<file path="config.mk">
export PLATFORM = sky130hd
export DESIGN_NAME = rsq_reset_seq
export DESIGN_NICKNAME = d
export VERILOG_FILES = /design/src/hw/rsq_pkg.sv /design/src/hw/rsq_sync.sv /design/src/hw/rsq_reset_seq.sv
export SDC_FILE = /design/constraint.sdc
export NUM_CORES = 1
export LEC_CHECK = 0
export BUFFER_PORTS_ARGS = -buffer_cell sky130_fd_sc_hd__buf_2
export CAP_MARGIN = 20
export CORE_UTILIZATION = 40
export DETAILED_ROUTE_END_ITERATION = 8
export GPL_ROUTABILITY_DRIVEN = 0
export PLACE_DENSITY = 0.66
export SYNTH_ARGS = -nofsm -noshare
export SYNTH_HDL_FRONTEND = slang
export SYNTH_SLANG_ARGS = --single-unit
</file>
<file path="constraint.sdc">
create_clock -name I_CLK_SYS -period 4.3 [get_ports I_CLK_SYS]
set_input_delay 0.86 -clock I_CLK_SYS [delete_from_list [all_inputs] [get_ports I_CLK_SYS]]
set_output_delay 0.86 -clock I_CLK_SYS [all_outputs]
set_load 0.1 [all_outputs]
</file>
<file path="src/hw/rsq_pkg.sv">
// constants shared by the reset initialisation sequencer
// assumes one 25 MHz system clock drives all of the sequencer logic
//
// What this block relies on and does
// primary clock is system clock input in host mode, pci sync clock in agent
// host mode: board holds power-on reset for 32 stable system clock periods
// agent mode: board holds power-on reset for 32 stable pci sync periods
// outside agent holds hard reset input low 32 pci sync periods to reset
// device drives hard reset output for at least 512 pci sync periods
// board sets straps valid 4 primary periods before power-on reset negates
// board holds straps until hard reset negates; zero hold after that
// device releases strap-shared pins within 4 ns of hard reset assertion; code drives them until an outside one has lasted 32 pci periods
// device re-drives strap-shared pins at least 1 pci period after hard reset
// power-on configuration is a 4-bit reset source plus a clock-divide strap
// host mode derives pci sync period from system clock by the divide strap
// device allows up to 100 us for every pll to lock
// core reset and hard reset stay asserted until plls lock or wait expires
package rsq_pkg;

    localparam int CLK_MHZ      = 25;
    localparam int PLL_LOCK_US  = 100;
    localparam int PLL_LOCK_CYC = PLL_LOCK_US * CLK_MHZ;
    localparam int NUM_PLL      = 4;

    localparam logic [5:0]  POR_MIN   = 6'h20;
    localparam logic [5:0]  EXT_LAST  = 6'h1F;
    localparam logic [9:0]  HRST_LAST = 10'h1FF;
    localparam logic [11:0] PLL_LAST  = 12'(PLL_LOCK_CYC - 1);

    // positions in the synchronised pin vector
    localparam int SY_SYS   = 0;
    localparam int SY_PCI   = 1;
    localparam int SY_POR   = 2;
    localparam int SY_HRST  = 3;
    localparam int SY_AGENT = 4;
    localparam int SY_DIV   = 5;
    localparam int SY_SRC   = 6;
    localparam int SY_PLL   = 10;
    localparam int SY_W     = 14;

    typedef enum logic [2:0] {
        ST_POR  = 3'h0,
        ST_PLLW = 3'h1,
        ST_HDRV = 3'h3,
        ST_GAP  = 3'h2,
        ST_RUN  = 3'h6
    } rsq_state_t;

endpackage

</file>
<file path="src/hw/rsq_sync.sv">
// two-flop synchroniser with rising-edge detect for a vector of pins
// assumes every bit is unrelated to the system clock
`timescale 1ns/1ps
`default_nettype none
module rsq_sync #(
    parameter int W = 1
) (
    input  wire logic         i_clk,
    input  wire logic         i_rst_n,
    input  wire logic [W-1:0] i_async,
    output logic      [W-1:0] o_level,
    output logic      [W-1:0] o_rise
);
    logic [W-1:0] meta_q;
    logic [W-1:0] sync_q;
    logic [W-1:0] last_q;

    // the edge detector looks only at the second and third stage
    always_ff @(posedge i_clk or negedge i_rst_n) begin
        if (!i_rst_n) begin
            meta_q <= '0;
            sync_q <= '0;
            last_q <= '0;
        end else begin
            meta_q <= i_async;
            sync_q <= meta_q;
            last_q <= sync_q;
        end
    end

    assign o_level = sync_q;
    assign o_rise  = sync_q & ~last_q;
endmodule
`default_nettype wire

</file>
<file path="src/hw/rsq_reset_seq.sv">
// reset initialisation sequencer: clock choice, reset qualification, straps, pll wait
// assumes pin clocks are far slower than I_CLK_SYS so that they can be sampled
`timescale 1ns/1ps
`default_nettype none
module rsq_reset_seq
    import rsq_pkg::*;
(
    input  wire logic               I_CLK_SYS,
    input  wire logic               I_RESETN,
    input  wire logic               I_SYSTEM_CLOCK_INPUT,
    input  wire logic               I_PCI_SYNC_CLK,
    input  wire logic               I_POWER_ON_RESET_N,
    input  wire logic               I_HARD_RESET_N,
    input  wire logic               I_PCI_AGENT_MODE,
    input  wire logic               I_CLOCK_DIVIDE_STRAP,
    input  wire logic [0:3]         I_RESET_SOURCE,
    input  wire logic [NUM_PLL-1:0] I_PLL_LOCK,
    output logic                    O_HARD_RESET_N,
    output logic                    O_HARD_RESET_OE,
    output logic                    O_SHARED_PIN_OE,
    output logic                    O_CORE_RESET_N,
    output logic                    O_PRIMARY_IS_PCI,
    output logic [0:3]              O_RESET_SOURCE,
    output logic                    O_CLOCK_DIVIDE
);
    // ------------------------------------------------------------------
    // pin synchronisation
    // ------------------------------------------------------------------
    logic [SY_W-1:0] raw;
    logic [SY_W-1:0] lvl;
    logic [SY_W-1:0] rise;

    assign raw = {I_PLL_LOCK, I_RESET_SOURCE, I_CLOCK_DIVIDE_STRAP, I_PCI_AGENT_MODE,
                  I_HARD_RESET_N, I_POWER_ON_RESET_N, I_PCI_SYNC_CLK, I_SYSTEM_CLOCK_INPUT};

    rsq_sync #(
        .W (SY_W)
    ) u_sync (
        .i_clk   (I_CLK_SYS),
        .i_rst_n (I_RESETN),
        .i_async (raw),
        .o_level (lvl),
        .o_rise  (rise)
    );

    logic agent_s;
    logic por_s;
    logic hrst_in_s;
    logic all_lock;

    assign agent_s   = lvl[SY_AGENT];
    assign por_s     = lvl[SY_POR];
    assign hrst_in_s = lvl[SY_HRST];
    assign all_lock  = &lvl[SY_PLL +: NUM_PLL];

    // ------------------------------------------------------------------
    // clock ticks
    // ------------------------------------------------------------------
    logic prim_tick;
    logic pci_tick;
    logic half_q;

    assign prim_tick = agent_s ? rise[SY_PCI] : rise[SY_SYS];
    // host mode divides the system clock by two when the strap is set
    assign pci_tick  = agent_s ? rise[SY_PCI]
                               : (rise[SY_SYS] && (!O_CLOCK_DIVIDE || half_q));

    always_ff @(posedge I_CLK_SYS or negedge I_RESETN) begin
        if (!I_RESETN) begin
            half_q <= 1'b0;
        end else if (rise[SY_SYS]) begin
            half_q <= ~half_q;
        end
    end

    // ------------------------------------------------------------------
    // sequence
    // ------------------------------------------------------------------
    rsq_state_t  st_q;
    rsq_state_t  st_d;
    logic [5:0]  por_cnt_q;
    logic [5:0]  ext_cnt_q;
    logic [9:0]  hcnt_q;
    logic [11:0] pll_cnt_q;
    logic        por_ok;

    // hard reset is driven in every state up to its release edge
    function automatic logic drives_hrst(input rsq_state_t s);
        return (s == ST_POR || s == ST_PLLW || s == ST_HDRV);
    endfunction

    assign por_ok = (por_cnt_q == POR_MIN);

    always_comb begin
        st_d = st_q;
        if (!por_s) begin
            st_d = ST_POR;
        end else begin
            case (st_q)
                ST_POR: begin
                    if (por_ok) begin
                        st_d = ST_PLLW;
                    end
                end
                ST_PLLW: begin
                    if (all_lock || pll_cnt_q == PLL_LAST) begin
                        st_d = ST_HDRV;
                    end
                end
                ST_HDRV: begin
                    if (pci_tick && hcnt_q == HRST_LAST) begin
                        st_d = ST_GAP;
                    end
                end
                ST_GAP: begin
                    if (pci_tick) begin
                        st_d = ST_RUN;
                    end
                end
                ST_RUN: begin
                    if (!hrst_in_s && pci_tick && ext_cnt_q == EXT_LAST) begin
                        st_d = ST_HDRV;
                    end
                end
                default: begin
                    st_d = ST_POR;
                end
            endcase
        end
    end

    always_ff @(posedge I_CLK_SYS or negedge I_RESETN) begin
        if (!I_RESETN) begin
            st_q <= ST_POR;
        end else begin
            st_q <= st_d;
        end
    end

    // a short power-on pulse restarts the count; the board owns the minimum
    always_ff @(posedge I_CLK_SYS or negedge I_RESETN) begin
        if (!I_RESETN) begin
            por_cnt_q <= '0;
        end else if (por_s) begin
            por_cnt_q <= '0;
        end else if (prim_tick && !por_ok) begin
            por_cnt_q <= por_cnt_q + 6'h01;
        end
    end

    always_ff @(posedge I_CLK_SYS or negedge I_RESETN) begin
        if (!I_RESETN) begin
            ext_cnt_q <= '0;
        end else if (st_q != ST_RUN || hrst_in_s) begin
            ext_cnt_q <= '0;
        end else if (pci_tick && ext_cnt_q != EXT_LAST) begin
            ext_cnt_q <= ext_cnt_q + 6'h01;
        end
    end

    always_ff @(posedge I_CLK_SYS or negedge I_RESETN) begin
        if (!I_RESETN) begin
            hcnt_q <= '0;
        end else if (st_q != ST_HDRV) begin
            hcnt_q <= '0;
        end else if (pci_tick) begin
            hcnt_q <= hcnt_q + 10'h001;
        end
    end

    always_ff @(posedge I_CLK_SYS or negedge I_RESETN) begin
        if (!I_RESETN) begin
            pll_cnt_q <= '0;
        end else if (st_q != ST_PLLW) begin
            pll_cnt_q <= '0;
        end else begin
            pll_cnt_q <= pll_cnt_q + 12'h001;
        end
    end

    // ------------------------------------------------------------------
    // straps and outputs
    // ------------------------------------------------------------------
    // straps are caught on the edge that qualifies power-on reset negation
    always_ff @(posedge I_CLK_SYS or negedge I_RESETN) begin
        if (!I_RESETN) begin
            O_RESET_SOURCE <= 4'h0;
            O_CLOCK_DIVIDE <= 1'b0;
        end else if (st_q == ST_POR && st_d == ST_PLLW) begin
            O_RESET_SOURCE <= lvl[SY_SRC +: 4];
            O_CLOCK_DIVIDE <= lvl[SY_DIV];
        end
    end

    // the reset outputs follow st_d so the pin release lands on the same edge as the
    // hard reset drive; an outside hard reset is only seen after the synchroniser
    always_ff @(posedge I_CLK_SYS or negedge I_RESETN) begin
        if (!I_RESETN) begin
            O_HARD_RESET_N   <= 1'b0;
            O_HARD_RESET_OE  <= 1'b1;
            O_SHARED_PIN_OE  <= 1'b0;
            O_CORE_RESET_N   <= 1'b0;
            O_PRIMARY_IS_PCI <= 1'b0;
        end else begin
            O_HARD_RESET_N   <= !drives_hrst(st_d);
            O_HARD_RESET_OE  <= drives_hrst(st_d);
            O_SHARED_PIN_OE  <= (st_d == ST_RUN);
            O_CORE_RESET_N   <= (st_d == ST_RUN);
            O_PRIMARY_IS_PCI <= agent_s;
        end
    end

    // ------------------------------------------------------------------
    // assertions
    // ------------------------------------------------------------------
    AST_HRST_MIN: assert property (@(posedge I_CLK_SYS) disable iff (!I_RESETN)
        $rose(O_HARD_RESET_N) |-> $past(hcnt_q) == HRST_LAST)
        else $error("hard reset released before 512 pci periods");

    AST_PIN_OFF: assert property (@(posedge I_CLK_SYS) disable iff (!I_RESETN)
        O_HARD_RESET_OE |-> !O_SHARED_PIN_OE)
        else $error("shared pins driven during hard reset");

    AST_PIN_GAP: assert property (@(posedge I_CLK_SYS) disable iff (!I_RESETN)
        $rose(O_SHARED_PIN_OE) |-> $past(O_HARD_RESET_N) && $past(O_HARD_RESET_N, 2))
        else $error("shared pins re-driven too soon");

    AST_PRIM_SEL: assert property (@(posedge I_CLK_SYS) disable iff (!I_RESETN)
        agent_s |=> O_PRIMARY_IS_PCI)
        else $error("primary clock choice does not follow mode");

    AST_STRAP_HOLD: assert property (@(posedge I_CLK_SYS) disable iff (!I_RESETN)
        (st_q != ST_POR) |=> $stable(O_RESET_SOURCE) && $stable(O_CLOCK_DIVIDE))
        else $error("strap values changed outside power-on reset");

    AST_PLL_TIMEOUT: assert property (@(posedge I_CLK_SYS) disable iff (!I_RESETN)
        (st_q == ST_PLLW && pll_cnt_q == PLL_LAST && por_s) |=> st_q == ST_HDRV)
        else $error("pll wait overran its limit");

    AST_CORE_HELD: assert property (@(posedge I_CLK_SYS) disable iff (!I_RESETN)
        !O_HARD_RESET_N |-> !O_CORE_RESET_N)
        else $error("core released while hard reset asserted");

    AST_DIV_TICK: assert property (@(posedge I_CLK_SYS) disable iff (!I_RESETN)
        (!agent_s && O_CLOCK_DIVIDE && pci_tick) |=> !half_q && (!pci_tick || agent_s))
        else $error("divided pci tick is not every second system edge");
endmodule
`default_nettype wire

</file>
==> qor.txt <==
Adder-cell area share of the yosys netlist: 1.955%
Kind of cell adding the most delay to the critical path: compound AO/OA/AOI/OAI gates
Source-to-sink clock delay at the later pin of the worst-skew pair: 0.33 ns
Final count of pins violating max slew: 0
Final setup violation count: 0
Type of the most critical hold path: flop to flop
Combinational family with the most area after synthesis: simple AND/OR/NAND/NOR gates
Wire length after detailed routing: 5705 microns
Share of final-layout standard cells stronger than drive strength 1: 15.46%
Worst-margin pin slew: 0.9490 ns
Vias/cell: 5.258
Deepest clock path buffer count: 2
Sum of net half-perimeters after detailed placement: 3852 microns
Antenna Diode Count: 0
Netlist cell types: 46
Placeable Area: 0.007727 sq mm
Final-stage net count: 333
Fraction of the cycle the final worst path needs: 50.84%
Critical path buffers and inverters: 0
Critical path's largest stage delay: 0.78 ns
Leading post-synthesis cells by cell area: sky130_fd_sc_hd__dfrtp_1, sky130_fd_sc_hd__a21oi_1, sky130_fd_sc_hd__o31ai_1, sky130_fd_sc_hd__or4_1, sky130_fd_sc_hd__nand3_1
Nature of the critical path endpoint: flop
Reg2reg setup slack: 2.11 ns
Top cell type's share of synthesized area: 59.44%
Rel. slew slack: 36.73%
Critical Path Source Type: flop
Cts bufs inserted: 9
X dimension of the die: 91.44 microns
Antenna violations before repair: 0
Chip height: 91.44 microns
Beginning of the critical path: st_q[1]$_DFF_PN0_
Async S/R FF share, synth: 100.0%
Number of storage elements in the synthesis netlist: 77
Fill cells: 731
Share of power burned in registers: 56.4%
Worst Path Max Fanout: 8
Sum of internal, switching and leakage power: 1341 uW
DP Cell Count: 402
Die area: 0.008360 sq mm
Post-synthesis average cell area: 11.27 sq um
Number of global-route vias before repair: 2063
Clock root buffer master: sky130_fd_sc_hd__clkbuf_8
Average wire per cell in the routed design: 13.62 microns
Nets in the synthesized netlist: 305
Maximum number of pins on one net before global-route repair: 78
Netlist area before placement: 0.003199 sq mm
Clock input transition at the sequential cells of the worst setup and hold paths: 0.08 ns
Clock network power share: 40.1%
Post-route DRC: 0
Most frequently used cell type in the post-synthesis netlist: sky130_fd_sc_hd__dfrtp_1
Worst-case clock skew: 0.01351 ns
Achievable Freq: 457.4 MHz
Yosys top cell by area: sky130_fd_sc_hd__dfrtp_1
Worst-case vdd ir drop: 0.2669 mV
Final worst path period need: 2.186 ns
Switching Share: 22.03%
Area delta synth->final: 13.26%
Io pins: 26
H-Tree Depth: 3
Max-cap violations: 0
Antenna violation net count after detailed routing: 0
Synth Warn #: 0
Core Rows: 32
Arrival time at the worst endpoint: 2.38 ns
Vias after detailed routing: 2203
Max stage delay cell, worst path: sky130_fd_sc_hd__o31ai_1
TritonCTS clock tree: yes
Fraction of the yosys area taken by sequential cells: 60.27%
Final number of hold-violating endpoints: 0
Reg-to-Reg Start: st_q[1]$_DFF_PN0_
Series of cell instances along the critical path: nor2b_1, nand3b_1, o31ai_1, o31ai_1
Main synth FF type: sky130_fd_sc_hd__dfrtp_1
Power share of the combinational group: 3.6%
Start point of the worst hold path: u_sync.meta_q[3]$_DFF_PN0_
Gate count of the mapped netlist: 284
Sum Neg Setup Slack: 0 ns
Leakage dissipation: 0.001520 uW
Number of standard cells in the layout, taps in and fillers out: 419
Count of buffers added by post-CTS timing repair for setup: 0
Most instantiated cells after synthesis: sky130_fd_sc_hd__dfrtp_1, sky130_fd_sc_hd__a21oi_1, sky130_fd_sc_hd__nor2_1
First-pass GRT wire length: 9522 microns
Global-route usage over all layers: 14.55%
CTS Hold Buffers Added: 0
Mux cell area share after synthesis: 0%
Net Sw Power: 295.5 uW
Port Buffer Count: 25
Post-cts sizing count: 0
Endpoint required time on the critical path: 4.49 ns
EDFF count, synth: 0
Xor/xnor share of the synthesized area: 3.833%
Internal power of the cells: 1046 uW
Initial DRC count: 143
Congestion Overflow GR: 0
Initial standard-cell utilization of the core: 41.40%
Run status: finished clean
Most used cell along the critical path: sky130_fd_sc_hd__o31ai_1
Share of the synthesized area in compound gates (AO/OA/AOI/OAI): 12.91%
Startpoint-to-endpoint class of the critical path: flop to flop
Power density over cell area: 370.1 mW/mm^2
Basic-gate share of the synthesized area counting and, or, nand and nor cells: 17.99%
Sink count of the clock tree: 77
Count of TritonRoute iterations in the first routing pass: 4
Setup repair after global routing missed its margin: false
metal layers:
metal	GRT usage [%]	routed length, microns
met1	18.98	2776
met4	5.556	46
met5	0	0
met3	3.936	137
met2	23.12	2744
registers in the layout, indices dropped and copies added, names as in the netlist:
register	cells
O_HARD_RESET_OE	1
O_HARD_RESET_N	1
u_sync.meta_q	14
u_sync.o_level	14
O_PRIMARY_IS_PCI	1
st_q	3
u_sync.last_q	2
half_q	1
por_cnt_q	6
pll_cnt_q	12
O_RESET_SOURCE	4
hcnt_q	10
O_CLOCK_DIVIDE	1
ext_cnt_q	6
O_CORE_RESET_N	1
power by group through the flow:
stage	Sequential (uW)	Clock, uW	Combinational, uW
final	756	537	47.6
after global routing	758	592	53.0
after CTS	756	559	48.7
after detailed placement	771	0	48.5
after global placement	770	0	47.7
after floorplan	769	0	20.7
logic make-up (layout without fill, tap and decap cells):
kind of cell	Yosys count	count (layout)
buf+inv	24	57
xor+xnor	14	14
fa+ha+maj	5	5
compound gates	65	65
flops	77	77
simple gates	99	99
cells in the final DEF, fill, tap and decap left out, types with 3 or more instances in the layout:
cell type	instances
sky130_fd_sc_hd__nand2_1	12
sky130_fd_sc_hd__a21oi_1	21
sky130_fd_sc_hd__xor2_1	8
sky130_fd_sc_hd__and3_1	4
sky130_fd_sc_hd__or4_1	12
sky130_fd_sc_hd__dfrtp_1	76
sky130_fd_sc_hd__nor2_1	21
sky130_fd_sc_hd__or3_1	7
sky130_fd_sc_hd__o21ai_0	13
sky130_fd_sc_hd__a31oi_1	5
sky130_fd_sc_hd__nand4_1	4
sky130_fd_sc_hd__nand3_1	16
sky130_fd_sc_hd__inv_1	14
sky130_fd_sc_hd__nor2b_1	3
sky130_fd_sc_hd__xnor2_1	6
sky130_fd_sc_hd__o31ai_1	14
sky130_fd_sc_hd__buf_2	24
sky130_fd_sc_hd__clkbuf_8	10
sky130_fd_sc_hd__ha_1	5
final cells by class:
cell class | instances | area [sq um] | area share, %
sequential | 77 | 1928 | 53.21
tap | 102 | 127.6 | 3.522
multi-input combinational | 183 | 1174 | 32.39
clock buffer | 11 | 141.4 | 3.902
clock inverter | 5 | 60.06 | 1.657
timing repair buffer | 27 | 140.1 | 3.867
inverter | 14 | 52.55 | 1.450
per-stage QoR:
step | setup slack (ns) | area (sq um) | hold WS, ns | util [%]
2_1_floorplan | 2.116 | 3199 | 0.3312 | -
3_3_place_gp | 2.174 | 3417 | 0.3312 | 44.22
3_5_place_dp | 2.110 | 3417 | 0.3356 | 44.22
4_1_cts | 2.094 | 3618 | 0.3508 | 46.83
5_1_grt | 1.925 | 3623 | 0.3638 | 46.89
6_report | 2.114 | 3623 | 0.3484 | 46.89
worst paths after layout:
kind | end | cells past startpoint
min in group asynchronous | ext_cnt_q[2]$_DFFE_PN0P_ | 1
worst min-delay path | u_sync.o_level[3]$_DFF_PN0_ | 0
max in group asynchronous | u_sync.meta_q[13]$_DFF_PN0_ | 1
worst max-delay path | O_RESET_SOURCE[1]$_DFFE_PN0P_ | 4
worst max register to register | O_RESET_SOURCE[1]$_DFFE_PN0P_ | 4
worst min register to register | u_sync.o_level[3]$_DFF_PN0_ | 0
Power figures use the tool's default switching activity.
